<file path="config.mk">
export PLATFORM = sky130hd
export DESIGN_NAME = ppr_dio
export DESIGN_NICKNAME = d
export VERILOG_FILES = /design/src/rtl/ppr_pkg.sv /design/src/rtl/ppr_dio.sv
export VERILOG_INCLUDE_DIRS = /design/src /design/src/rtl
export SDC_FILE = /design/constraint.sdc
export NUM_CORES = 2
export LEC_CHECK = 0
export BUFFER_PORTS_ARGS = -buffer_cell sky130_fd_sc_hd__buf_2
export CORE_UTILIZATION = 35
export CTS_CLUSTER_SIZE = 14
export DETAILED_ROUTE_END_ITERATION = 10
export HOLD_SLACK_MARGIN = 0.05
export MAX_ROUTING_LAYER = met4
export SKIP_CTS_REPAIR_TIMING = 1
export SLEW_MARGIN = 20
export SYNTH_ARGS = -nofsm -noshare
export SYNTH_HDL_FRONTEND = slang
export SYNTH_SLANG_ARGS = --single-unit
</file>
<file path="constraint.sdc">
create_clock -name mclk_i -period 4.4 [get_ports mclk_i]
set_input_delay 0.88 -clock mclk_i [delete_from_list [all_inputs] [get_ports mclk_i]]
set_output_delay 0.88 -clock mclk_i [all_outputs]
set_load 0.01 [all_outputs]
</file>
<file path="src/rtl/ppr_cfg.svh">
// Register offsets, field positions, codes and timing counts of the pin routing block
`ifndef PPR_CFG_SVH
`define PPR_CFG_SVH

// Line and selector counts
`define PPR_NLINES 16
`define PPR_NDEST 24
`define PPR_NSRC 14

// Register byte offsets
`define PPR_ADDR_CTRL 8'h00
`define PPR_ADDR_GEN_DIR 8'h04
`define PPR_ADDR_GEN_OUT 8'h08
`define PPR_ADDR_GEN_IN 8'h0C
`define PPR_ADDR_PFI_DIR 8'h10
`define PPR_ADDR_PFI_OUT 8'h14
`define PPR_ADDR_PFI_IN 8'h18
`define PPR_ADDR_PFI_MODE 8'h1C
`define PPR_ADDR_PU_GEN 8'h20
`define PPR_ADDR_PU_PFI 8'h24
`define PPR_ADDR_FILT 8'h28
`define PPR_ADDR_OSEL_LO 8'h30
`define PPR_ADDR_OSEL_HI 8'h34
`define PPR_ADDR_DEST_BASE 8'h40
`define PPR_ADDR_DEST_LAST 8'h9C

// Control register bits
`define PPR_CTRL_FIXED 0
`define PPR_CTRL_PORT_EN 1
`define PPR_CTRL_APPLY 2

// Destination register fields
`define PPR_DEST_INV 4
`define PPR_DEST_EDGE 5

// Filter setting codes
`define PPR_FILT_OFF 2'h0
`define PPR_FILT_SHORT 2'h1
`define PPR_FILT_MID 2'h2
`define PPR_FILT_LONG 2'h3

// Power-up state codes
`define PPR_PU_HIZ 2'h0
`define PPR_PU_DRIVE0 2'h1
`define PPR_PU_DRIVE1 2'h2

// Exported sources shown active low
`define PPR_SRC_CONV 4'h0
`define PPR_SRC_OUT_UPD 4'h5

// Timing: clock period and filter windows in ns, cycles rounded up
`define PPR_CLK_NS 100
`define PPR_FILT_SHORT_NS 125
`define PPR_FILT_MID_NS 6425
`define PPR_FILT_LONG_NS 2560000
`define PPR_CYC(ns) (((ns) + `PPR_CLK_NS - 1) / `PPR_CLK_NS)

`endif

</file>
<file path="src/rtl/ppr_pkg.sv">
// Types shared by the pin routing block
package ppr_pkg;
    // Timing signals that can be exported to a pin (LSB is index 0)
    typedef struct packed {
        logic freq_out;
        logic ctr1_out;
        logic ctr1_gate;
        logic ctr1_src;
        logic ctr0_out;
        logic ctr0_gate;
        logic ctr0_src;
        logic output_start_trigger;
        logic output_update_clock;
        logic input_start_trigger;
        logic input_sample_clock;
        logic input_reference_trigger;
        logic input_hold_done_event;
        logic input_conversion_clock;
    } ppr_src_type;

    // Timing destinations fed from pins (LSB is index 0)
    typedef struct packed {
        logic [6:0] ctr1_in;
        logic [6:0] ctr0_in;
        logic output_pause_trigger;
        logic output_update_timebase;
        logic output_update_clock;
        logic output_start_trigger;
        logic input_sample_timebase;
        logic input_pause_trigger;
        logic input_reference_trigger;
        logic input_start_trigger;
        logic input_sample_clock;
        logic input_conversion_clock;
    } ppr_dst_type;

    // Pin group: output enable, level out
    typedef struct packed {
        logic [15:0] oe;
        logic [15:0] out;
    } ppr_pins_type;
endpackage

</file>
<file path="src/rtl/ppr_dio.sv">
// Static digital I/O and programmable function pin routing with debounce filters
//
// Added by the designer: the placing of the registers and the Avalon-MM interface to the registers.
`timescale 1ns/1ps
`include "ppr_cfg.svh"
// Function
// - Sixteen general lines, each static input or output
// - Sixteen function lines: static or timing, in or out
// - Static sampling and updates only on software access
// - Reset leaves every line undriven input
// - Stored power-up state per line: hiz, 0, 1
// - Function input: static input or timing input
// - Function output: static output or timing output
// - Debounce filter on every function input
// - Any function input pin reaches any timing destination
// - Per destination polarity and edge or level
// - Any function output pin carries any exported signal
// - Conversion and update clocks exported active low
// - Per-pin direction on function lines
// - Fixed variant: inputs via first, outputs via second
// - Fixed variant: output port off, whole-port enable
// - Filter windows of 2, 65, 25600 clock cycles
module ppr_dio #(
    parameter int FILT_LONG_CYC = `PPR_CYC(`PPR_FILT_LONG_NS)
) (
    input wire logic mclk_i,
    input wire logic nrst_i,
    input wire logic [7:0] avs_address_i,
    input wire logic avs_read_i,
    input wire logic avs_write_i,
    input wire logic [31:0] avs_writedata_i,
    output logic [31:0] avs_readdata_o,
    output logic avs_waitrequest_o,
    input wire logic [15:0] gen_pin_i,
    output ppr_pkg::ppr_pins_type gen_pin_o,
    input wire logic [15:0] pfi_pin_i,
    output ppr_pkg::ppr_pins_type pfi_pin_o,
    input wire ppr_pkg::ppr_src_type timing_src_i,
    output ppr_pkg::ppr_dst_type timing_dst_o
);
    import ppr_pkg::*;

    // Filter window lengths in clock cycles
    localparam int FILT_SHORT_CYC = `PPR_CYC(`PPR_FILT_SHORT_NS);
    localparam int FILT_MID_CYC = `PPR_CYC(`PPR_FILT_MID_NS);

    logic [2:0] ctrl; // Fixed mode, port enable, apply pulse
    logic [15:0] gen_dir; // 1 drives the general line
    logic [15:0] gen_out; // Static values of general lines
    logic [15:0] pfi_dir; // 1 drives the function line
    logic [15:0] pfi_out; // Static values of function lines
    logic [15:0] pfi_mode; // 1 selects timing output
    logic [31:0] pu_gen; // Power-up codes, two bits per line
    logic [31:0] pu_pfi; // Power-up codes, two bits per line
    logic [31:0] filt_cfg; // Filter code, two bits per line
    logic [63:0] osel; // Exported source, four bits per pin
    logic [5:0] dest_cfg [`PPR_NDEST]; // Pin, invert, edge per destination
    logic [15:0] gen_s1; // First synchroniser stage, general
    logic [15:0] gen_s2; // Second synchroniser stage, general
    logic [15:0] pfi_s1; // First synchroniser stage, function
    logic [15:0] pfi_s2; // Second synchroniser stage, function
    logic [15:0] pfi_filt; // Debounced function inputs
    logic [`PPR_NDEST-1:0] dst_prev; // Previous routed level
    logic [`PPR_NDEST-1:0] dst_lvl; // Routed level after polarity
    logic [15:0] exported; // Timing value per output pin
    logic [15:0] src_ext; // Sources padded so the two spare codes select zero
    logic commit; // Bus access completes this edge
    logic wr_commit; // Write completes this edge
    logic [31:0] next_readdata; // Read mux result

    // Filter window for a setting code
    function automatic logic [14:0] filt_limit(input logic [1:0] code);
        unique case (code)
            `PPR_FILT_SHORT: filt_limit = 15'(FILT_SHORT_CYC);
            `PPR_FILT_MID: filt_limit = 15'(FILT_MID_CYC);
            `PPR_FILT_LONG: filt_limit = 15'(FILT_LONG_CYC);
            default: filt_limit = 15'h0001;
        endcase
    endfunction

    // Power-up code to direction and value
    function automatic logic [1:0] pu_decode(input logic [1:0] code);
        unique case (code)
            `PPR_PU_DRIVE0: pu_decode = 2'b10;
            `PPR_PU_DRIVE1: pu_decode = 2'b11;
            default: pu_decode = 2'b00;
        endcase
    endfunction

    assign commit = (avs_read_i | avs_write_i) & ~avs_waitrequest_o;
    assign wr_commit = commit & avs_write_i;

    // Bus handshake: one wait cycle, then completion
    always_ff @(posedge mclk_i or negedge nrst_i)
    begin
        if (!nrst_i)
            avs_waitrequest_o <= 1'b1;
        else if (commit)
            avs_waitrequest_o <= 1'b1;
        else if (avs_read_i | avs_write_i)
            avs_waitrequest_o <= 1'b0;
    end

    // Read mux; pins are sampled only when software reads them
    always_comb
    begin
        next_readdata = 32'h0000_0000;
        unique case (avs_address_i)
            `PPR_ADDR_CTRL: next_readdata = {30'h0000_0000, ctrl[1:0]};
            `PPR_ADDR_GEN_DIR: next_readdata = {16'h0000, gen_dir};
            `PPR_ADDR_GEN_OUT: next_readdata = {16'h0000, gen_out};
            `PPR_ADDR_GEN_IN: next_readdata = ctrl[`PPR_CTRL_FIXED] ?
                {24'h00_0000, pfi_filt[7:0]} : {16'h0000, gen_s2};
            `PPR_ADDR_PFI_DIR: next_readdata = {16'h0000, pfi_dir};
            `PPR_ADDR_PFI_OUT: next_readdata = {16'h0000, pfi_out};
            `PPR_ADDR_PFI_IN: next_readdata = {16'h0000, pfi_filt};
            `PPR_ADDR_PFI_MODE: next_readdata = {16'h0000, pfi_mode};
            `PPR_ADDR_PU_GEN: next_readdata = pu_gen;
            `PPR_ADDR_PU_PFI: next_readdata = pu_pfi;
            `PPR_ADDR_FILT: next_readdata = filt_cfg;
            `PPR_ADDR_OSEL_LO: next_readdata = osel[31:0];
            `PPR_ADDR_OSEL_HI: next_readdata = osel[63:32];
            default:
            begin
                // Destination block; anything else reads zero
                if (avs_address_i >= `PPR_ADDR_DEST_BASE && avs_address_i <= `PPR_ADDR_DEST_LAST
                    && avs_address_i[1:0] == 2'h0)
                    next_readdata = {26'h000_0000,
                        dest_cfg[5'(avs_address_i[7:2] - 6'h10)]};
            end
        endcase
    end

    // Read data captured while waitrequest falls
    always_ff @(posedge mclk_i or negedge nrst_i)
    begin
        if (!nrst_i)
            avs_readdata_o <= 32'h0000_0000;
        else if (avs_read_i && avs_waitrequest_o)
            avs_readdata_o <= next_readdata;
    end

    // Control and static settings; apply loads power-up states
    always_ff @(posedge mclk_i or negedge nrst_i)
    begin
        if (!nrst_i)
        begin
            ctrl <= 3'h0;
            gen_dir <= 16'h0000;
            gen_out <= 16'h0000;
            pfi_dir <= 16'h0000;
            pfi_out <= 16'h0000;
            pfi_mode <= 16'h0000;
            pu_gen <= 32'h0000_0000;
            pu_pfi <= 32'h0000_0000;
            filt_cfg <= 32'h0000_0000;
            osel <= 64'h0000_0000_0000_0000;
        end
        else
        begin
            ctrl[`PPR_CTRL_APPLY] <= 1'b0;
            if (ctrl[`PPR_CTRL_APPLY])
            begin
                // Load the stored power-up state of every line
                for (int i = 0; i < `PPR_NLINES; i++)
                begin
                    {gen_dir[i], gen_out[i]} <= pu_decode(pu_gen[2*i +: 2]);
                    {pfi_dir[i], pfi_out[i]} <= pu_decode(pu_pfi[2*i +: 2]);
                end
            end
            else if (wr_commit)
            begin
                // Register writes take effect at completion
                unique case (avs_address_i)
                    `PPR_ADDR_CTRL: ctrl <= avs_writedata_i[2:0];
                    `PPR_ADDR_GEN_DIR: gen_dir <= avs_writedata_i[15:0];
                    `PPR_ADDR_GEN_OUT: gen_out <= avs_writedata_i[15:0];
                    `PPR_ADDR_PFI_DIR: pfi_dir <= avs_writedata_i[15:0];
                    `PPR_ADDR_PFI_OUT: pfi_out <= avs_writedata_i[15:0];
                    `PPR_ADDR_PFI_MODE: pfi_mode <= avs_writedata_i[15:0];
                    `PPR_ADDR_PU_GEN: pu_gen <= avs_writedata_i;
                    `PPR_ADDR_PU_PFI: pu_pfi <= avs_writedata_i;
                    `PPR_ADDR_FILT: filt_cfg <= avs_writedata_i;
                    `PPR_ADDR_OSEL_LO: osel[31:0] <= avs_writedata_i;
                    `PPR_ADDR_OSEL_HI: osel[63:32] <= avs_writedata_i;
                    default: ; // Destination or unmapped
                endcase
            end
        end
    end

    // Input synchronisers, two stages per pin
    always_ff @(posedge mclk_i or negedge nrst_i)
    begin
        if (!nrst_i)
        begin
            gen_s1 <= 16'h0000;
            gen_s2 <= 16'h0000;
            pfi_s1 <= 16'h0000;
            pfi_s2 <= 16'h0000;
        end
        else
        begin
            gen_s1 <= gen_pin_i;
            gen_s2 <= gen_s1;
            pfi_s1 <= pfi_pin_i;
            pfi_s2 <= pfi_s1;
        end
    end

    // Per-line debounce filters
    generate
        for (genvar g = 0; g < `PPR_NLINES; g++)
        begin : g_filt
            logic [14:0] cnt; // Cycles the input has differed
            always_ff @(posedge mclk_i or negedge nrst_i)
            begin
                if (!nrst_i)
                begin
                    cnt <= 15'h0000;
                    pfi_filt[g] <= 1'b0;
                end
                else if (filt_cfg[2*g +: 2] == `PPR_FILT_OFF)
                begin
                    cnt <= 15'h0000;
                    pfi_filt[g] <= pfi_s2[g];
                end
                else if (pfi_s2[g] == pfi_filt[g])
                    cnt <= 15'h0000; // Glitch restarts the window
                else if (cnt >= filt_limit(filt_cfg[2*g +: 2]) - 15'h0001)
                begin
                    cnt <= 15'h0000;
                    pfi_filt[g] <= pfi_s2[g];
                end
                else
                    cnt <= cnt + 15'h0001;
            end
        end
    endgenerate

    // Destination settings and routing crossbar
    generate
        for (genvar d = 0; d < `PPR_NDEST; d++)
        begin : g_dest
            assign dst_lvl[d] = pfi_filt[dest_cfg[d][3:0]] ^ dest_cfg[d][`PPR_DEST_INV];
            always_ff @(posedge mclk_i or negedge nrst_i)
            begin
                if (!nrst_i)
                    dest_cfg[d] <= 6'h00;
                else if (wr_commit && avs_address_i == 8'(`PPR_ADDR_DEST_BASE + 4 * d))
                    dest_cfg[d] <= avs_writedata_i[5:0];
            end
            always_ff @(posedge mclk_i or negedge nrst_i)
            begin
                if (!nrst_i)
                begin
                    dst_prev[d] <= 1'b0;
                    timing_dst_o[d] <= 1'b0;
                end
                else
                begin
                    dst_prev[d] <= dst_lvl[d];
                    // Edge mode gives a pulse, level mode follows
                    timing_dst_o[d] <= dest_cfg[d][`PPR_DEST_EDGE] ?
                        (dst_lvl[d] & ~dst_prev[d]) : dst_lvl[d];
                end
            end
        end
    endgenerate

    // Spare selector codes land on constant zero instead of past the source list
    assign src_ext = {2'b00, timing_src_i};

    // Exported signal per pin; two clocks leave active low
    generate
        for (genvar p = 0; p < `PPR_NLINES; p++)
        begin : g_exp
            assign exported[p] = src_ext[osel[4*p +: 4]] ^
                (osel[4*p +: 4] == `PPR_SRC_CONV || osel[4*p +: 4] == `PPR_SRC_OUT_UPD);
        end
    endgenerate

    // Pin drivers
    always_ff @(posedge mclk_i or negedge nrst_i)
    begin
        if (!nrst_i)
        begin
            gen_pin_o <= '0;
            pfi_pin_o <= '0;
        end
        else
        begin
            gen_pin_o.oe <= ctrl[`PPR_CTRL_FIXED] ? 16'h0000 : gen_dir;
            gen_pin_o.out <= gen_out;
            pfi_pin_o.out <= (pfi_mode & exported) | (~pfi_mode & pfi_out);
            if (ctrl[`PPR_CTRL_FIXED])
                pfi_pin_o.oe <= {{8{ctrl[`PPR_CTRL_PORT_EN]}}, 8'h00};
            else
                pfi_pin_o.oe <= pfi_dir;
        end
    end

    // Checks
    wait_ack_a: assert property (@(posedge mclk_i) disable iff (!nrst_i)
        (avs_read_i || avs_write_i) && avs_waitrequest_o |=> !avs_waitrequest_o)
        else $error("waitrequest did not fall one cycle after request");
    port_off_a: assert property (@(posedge mclk_i) disable iff (!nrst_i)
        ctrl[`PPR_CTRL_FIXED] && !ctrl[`PPR_CTRL_PORT_EN] |=> pfi_pin_o.oe == 16'h0000)
        else $error("fixed output port driven while disabled");
    conv_invert_a: assert property (@(posedge mclk_i) disable iff (!nrst_i)
        pfi_mode[0] && osel[3:0] == `PPR_SRC_CONV
        |=> pfi_pin_o.out[0] == !$past(timing_src_i.input_conversion_clock))
        else $error("exported conversion clock not inverted");
    gen_dir_a: assert property (@(posedge mclk_i) disable iff (!nrst_i)
        !ctrl[`PPR_CTRL_FIXED] |=> gen_pin_o.oe == $past(gen_dir))
        else $error("general output enable differs from direction");
    short_filter_a: assert property (@(posedge mclk_i) disable iff (!nrst_i)
        $changed(pfi_filt[0]) && $past(filt_cfg[1:0]) == `PPR_FILT_SHORT
        |-> $past(pfi_s2[0], 1) == pfi_filt[0] && $past(pfi_s2[0], 2) == pfi_filt[0])
        else $error("short filter passed a change too early");
    sync_delay_a: assert property (@(posedge mclk_i) disable iff (!nrst_i)
        $past(filt_cfg[1:0]) == `PPR_FILT_OFF && $past(filt_cfg[1:0], 2) == `PPR_FILT_OFF
        |-> pfi_filt[0] == $past(pfi_pin_i[0], 3))
        else $error("unfiltered input not three cycles behind pin");
    edge_pulse_a: assert property (@(posedge mclk_i) disable iff (!nrst_i)
        dest_cfg[0][`PPR_DEST_EDGE] && $past(dest_cfg[0][`PPR_DEST_EDGE]) && timing_dst_o[0]
        |=> !timing_dst_o[0])
        else $error("edge mode destination high for two cycles");
    apply_pu_a: assert property (@(posedge mclk_i) disable iff (!nrst_i)
        ctrl[`PPR_CTRL_APPLY] && !ctrl[`PPR_CTRL_FIXED] && pu_gen[1:0] == `PPR_PU_DRIVE1
        |-> ##2 (gen_pin_o.oe[0] && gen_pin_o.out[0]))
        else $error("power-up drive 1 not applied to line 0");
    read_cov: cover property (@(posedge mclk_i) disable iff (!nrst_i) commit && avs_read_i);
    route_cov: cover property (@(posedge mclk_i) disable iff (!nrst_i) $rose(timing_dst_o[0]));
    export_cov: cover property (@(posedge mclk_i) disable iff (!nrst_i)
        pfi_mode[0] && pfi_pin_o.oe[0]);
endmodule

</file>
# == Yosys cells after proc, flatten, opt, wreduce, memory -nomap -nowiden ==
# Index checks and enable logic that the tools add are counted.
# totals
latchBits,0
mem_count,0
mem_bits_ro,0
register_bits,852
in_bits,90
ramBits,0
word_cells,943
output_inout_bits,121
# op_classes
bitwise_logic,98
n_div,0
magnitude_cmp,59
shifts,0
add_sub_neg,33
muxes,305
n_eq_ne,196
n_mul,0
n_reduce_logical,126
# op_table
cell,n
$mux 15,80
$pmux 15 s3,16
$pmux 32 s13,1
$add 15x1->15 const B,16
$ge 15x15->1,16
$mux 16,15
$sub 15x1->15 const B,16
$lt 4x5->1 const B,40
$bmux 1 s4,40
$eq 2x2->1 const B,64
$eq 8x7->1 const B,16
$pmux 2 s2,32
$mux 1,114
$eq 2x1->1 const B,48
$eq 4x3->1 const B,16
$eq 8x8->1 const B,8
$logic_not 4->1,16
$reduce_bool 2->1,22
$eq 8x6->1 const B,5
$reduce_and 2->1,20
$xor 1x1->1,40
$logic_not 2->1,17
$and 16x16->16,2
$eq 8x5->1 const B,4
other kinds (21),153

# == Logic depth before layout (Yosys ltp) ==
# logic_depth
word_depth,9
ltp_mapped,12
ltp_nobuf,10

# == Worst setup path before layout ==
# OpenSTA, ideal clock, no wires.
# synth_path
path_kind,in2reg
start,in avs_address_i[2]
end,reg avs_readdata_o[0]
n_path_buf,3
arrival_ns,2.515
path_slack_ns,1.751
stages,7
t_required_ns,4.265
setup_time_ns,0.135
cell_sequence,buf_6 -> buf_2 -> buf_2 -> mux4_2 -> mux4_2 -> a21oi_1 -> o21ai_0
# synth_between
elab_chain_cells,7
word_cells_on_any_way,24
cone_classes,add/sub: 1; order compare: 2; eq/ne: 12; mux: 5; bitwise: 1; reduce/logical: 3
# synth_lines
element,line_no,source
start: declaration,ppr_dio.sv:28,"input wire logic [7:0] avs_address_i,"
$sub 5x5->5,ppr_dio.sv:129,dest_cfg[5'(avs_address_i[7:2] - 6'h10)]};
$not 5->6 (not written as such),ppr_dio.sv:129,
$bmux 6 s5,ppr_dio.sv:129,
$mux 6 (not written as such) (2 in series),ppr_dio.sv:129,
$mux 6,ppr_dio.sv:126,if (avs_address_i >= `PPR_ADDR_DEST_BASE && avs_address_i <= `PPR_ADDR_DEST_LAST
$pmux 32 s13 *,ppr_dio.sv:108,unique case (avs_address_i)
end signal: assignment,ppr_dio.sv:140,avs_readdata_o <= next_readdata;
end: declaration,ppr_dio.sv:32,"output logic [31:0] avs_readdata_o,"
# Every way passes the cells marked *; elsewhere a longest branch is shown, timed or not. The select of a mux whose other input is x is not followed.
# A chain may end at the register's enable or synchronous reset.

# == Worst setup path in the final report ==
# layout_path
start,reg pfi_filt[0]
end,reg timing_dst_o[13] (netlist name)
# layout_between
elab_chain_cells,5
# layout_lines
element,line_no,source
start: declaration,ppr_dio.sv:62,logic [15:0] pfi_filt;
start signal: indexed assignment,ppr_dio.sv:226,pfi_filt[g] <= pfi_s2[g];
start signal: indexed assignment,ppr_dio.sv:233,pfi_filt[g] <= pfi_s2[g];
$bmux 1 s4 *,ppr_dio.sv:245,assign dst_lvl[d] = pfi_filt[dest_cfg[d][3:0]] ^ dest_cfg[d][`PPR_DEST_INV];
$mux 1 (not written as such) *,ppr_dio.sv:245,
$xor 1x1->1 *,ppr_dio.sv:245,
net dst_lvl[13],ppr_dio.sv:64,logic [`PPR_NDEST-1:0] dst_lvl;
$and 1x1->1,ppr_dio.sv:265,(dst_lvl[d] & ~dst_prev[d]) : dst_lvl[d];
$mux 1 *,ppr_dio.sv:264,timing_dst_o[d] <= dest_cfg[d][`PPR_DEST_EDGE] ?
end signal: indexed assignment,ppr_dio.sv:264,
end: declaration,ppr_dio.sv:39,output ppr_pkg::ppr_dst_type timing_dst_o
# The timed path passes the listed nets; every way through them passes the cells marked *. The select of a mux whose other input is x is not followed.

==> flow_summary.json <==
{
  "yosysWarnings": 0,
  "cap_violations": 0,
  "grt_usage": 0.224,
  "fin_skew_ns": 0.0290,
  "vias_per_cell": 5.59,
  "cp.arrival_ns": 3.58,
  "layout.nets": 4519,
  "reg2reg_depth": 7,
  "rrSetupSlack_ns": 1.35,
  "die-area_um2": 134000,
  "peakVddDrop_mv": 0.297,
  "post-route-util": 0.403,
  "finalCritPeriodShare": 0.692,
  "finalSetupViolations": 0,
  "drc": 0,
  "placed_cells": 5838,
  "final_cell_mix": "dfrtp_1 (846), nor2_1 (394), mux2_2 (370)",
  "hold_viol": 0,
  "register_area_um2": 21300,
  "wl_per_cell_um": 24.3,
  "grt.met1_usage": 0.297,
  "synth_edf_count": 0,
  "async_reset_ff_frac": 1.00,
  "clockBufferDepth": 3,
  "port_buffers": 210,
  "hold_class": "in2async",
  "netlist_top_cells_area": "dfrtp_1 (46%), mux2_2 (9.0%), mux4_2 (8.3%)",
  "wirelength_um": 147000,
  "clk_pin_slew_worst_paths_ns": 0.06,
  "rsz0062_at_grt": "no",
  "h-tree-depth": 3,
  "slowest_stage": "a21boi_0",
  "grt-busiest-layer": "met2",
  "syn_area_um2": 46400,
  "io_pins": 211,
  "area_growth_pct": 14.3,
  "grt-ovfl-total": 0,
  "synth_seq_cells": 852,
  "use_met3": 0.0530,
  "clockRootBuffer": "clkbuf_16",
  "reg2reg_from": "pfi_filt[0]",
  "drtAntennaViolNets": 0,
  "netlist_instances": 4023,
  "outcome": "finished clean",
  "die_h_um": 366,
  "layout_commonest_cell": "dfrtp_1",
  "grt_pass1_vias": 33200,
  "min_period_ns": 3.05,
  "grt_first_pass_wirelength_um": 220000,
  "fin_setup_tns_ns": 0,
  "first_pass_iters": 8,
  "layout-drive-gt1-share": 0.242,
  "netlist.area_leader.share": 0.459,
  "start_kind": "flop",
  "cellPowerDensity_nw_per_um2": 368,
  "clkLatencyLatePin_ns": 0.74,
  "grt_max_degree": 136,
  "initial_core_util": 0.353,
  "yosysSeqAreaShare": 0.459,
  "drt_iter0_drc": 3012,
  "use_met2": 0.329,
  "row_count": 133,
  "crit_required_ns": 4.94,
  "fillCellCount": 12600,
  "die_w_um": 366,
  "rr_endpoint": "timing_dst_o[13]",
  "maxSlewHeadroom": 0.274,
  "fmax_mhz": 328,
  "syn_area_per_cell_um2": 11.5,
  "ys.flop_type": "dfrtp_1",
  "antenna_found_initial": 29,
  "multi_input_area_um2": 23700,
  "vias": 33700,
  "yosys.area.top_type": "dfrtp_1",
  "gp_congestion": 0.992,
  "cts_buffers": 95,
  "path_max_fanout": 17,
  "slew_violations": 0,
  "synth_fp_nets": 4362,
  "p_leak_nw": 23.3,
  "numClockSinks": 852,
  "power_mw": 19.5,
  "layout.cells.non_filler": 6038,
  "dp_hpwl_um": 103000,
  "cts_tree": "built",
  "crit_chain": "buf_4 -> mux4_2 -> nor2b_1 -> a211oi_1 -> a21oi_1 -> xor2_1 -> a21boi_0",
  "synth.distinct_cells": 77,
  "crit_path_max_incr_delay_ns": 0.76,
  "max_slew.worst_pin.slew_ns": 1.09,
  "coreArea_um2": 131000,
  "crit_type": "reg2reg",
  "end_kind": "flop"
}
-- worst max-delay path by stage --
stage                                 from                 to  slack (ns)
after floorplan           avs_address_i[2]  avs_readdata_o[0]        1.75
after global placement    avs_address_i[2]        pfi_dir[13]        0.92
after detailed placement  avs_address_i[5]  avs_readdata_o[7]        0.88
after CTS                      filt_cfg[4]   g_filt[2].cnt[0]        1.41
after global routing           filt_cfg[4]   g_filt[2].cnt[0]        1.16
final                          pfi_filt[0]   timing_dst_o[13]        1.35
-- power breakdown --
part	leakage [nW]	internal (mW)	switching (mW)
Sequential	11.2	8.22	0.483
Combinational	10.3	0.764	1.06
Clock	1.73	5.44	3.53
-- layer usage --
metal | routed length, um | share of wire
met1 | 62300 | 0.43
met2 | 65500 | 0.45
met3 | 12900 | 0.088
met4 | 5860 | 0.040
met5 | 0 | 0
-- final cells by class --
type / count / area share
timing repair buffer: 288 / 0.0335
clock inverter: 51 / 0.0163
antenna: 24 / 0.00113
multi-input combinational: 2834 / 0.447
inverter: 109 / 0.00771
sequential: 852 / 0.402
tap: 1755 / 0.0414
clock buffer: 125 / 0.0505
-- cells by family after synthesis --
kind of cell / Yosys count / share of synthesized area
AND/OR/NAND/NOR: 1059 / 0.108
adder cells (fa/ha/maj): 249 / 0.0671
XOR/XNOR: 249 / 0.0470
multiplexers: 672 / 0.201
AO/OA/AOI/OAI: 605 / 0.0872
buffers and inverters: 337 / 0.0300
flip-flops: 852 / 0.459
-- synthesized netlist by cell type (13+ instances only) --
library cell / count
a211oi_1: 104
a21boi_0: 27
a21o_1: 37
a21oi_1: 141
a222oi_1: 21
a22oi_1: 48
and3_1: 75
buf_2: 51
clkbuf_1: 153
dfrtp_1: 851
ha_1: 249
inv_1: 109
mux2_2: 370
mux2i_1: 125
mux4_2: 171
nand2_1: 221
nand2b_1: 40
nand3_1: 137
nand4_1: 31
nor2_1: 395
nor2b_1: 75
nor3_1: 22
o21ai_0: 98
o21ai_1: 13
or3_1: 13
xnor2_1: 109
xor2_1: 140
-- metrics by stage --
step / setup WS (ns) / hold WS, ns / cell area, um2
6_report: 1.35 / 0.117 / 53000
5_1_grt: 1.16 / 0.124 / 53000
4_1_cts: 1.41 / 0.0896 / 53000
3_5_place_dp: 0.879 / 0.335 / 49400
3_3_place_gp: 0.924 / 0.334 / 49400
2_1_floorplan: 1.75 / 0.331 / 46400
-- state kept, by name, summed over array words and instances (netlist names), 24 cells and up --
| name | count |
|---|---|
| dst_prev | 24 |
| pu_gen | 32 |
| osel | 64 |
| gen_pin_o | 32 |
| g_filt.cnt | 240 |
| dest_cfg | 144 |
| pfi_pin_o | 32 |
| timing_dst_o | 24 |
| pu_pfi | 32 |
| filt_cfg | 32 |
| avs_readdata_o | 32 |
-- critical path: cells and delay by family (launching register included) --
| family | cells | cell delay [ns] |
|---|---|---|
| AO/OA/AOI/OAI | 3 | 1.06 |
| flip-flops | 1 | 0.66 |
| multiplexers | 1 | 0.45 |
| buffers and inverters | 1 | 0.35 |
| XOR/XNOR | 1 | 0.17 |
| AND/OR/NAND/NOR | 1 | 0.14 |
(Power assumes the default switching activity.)
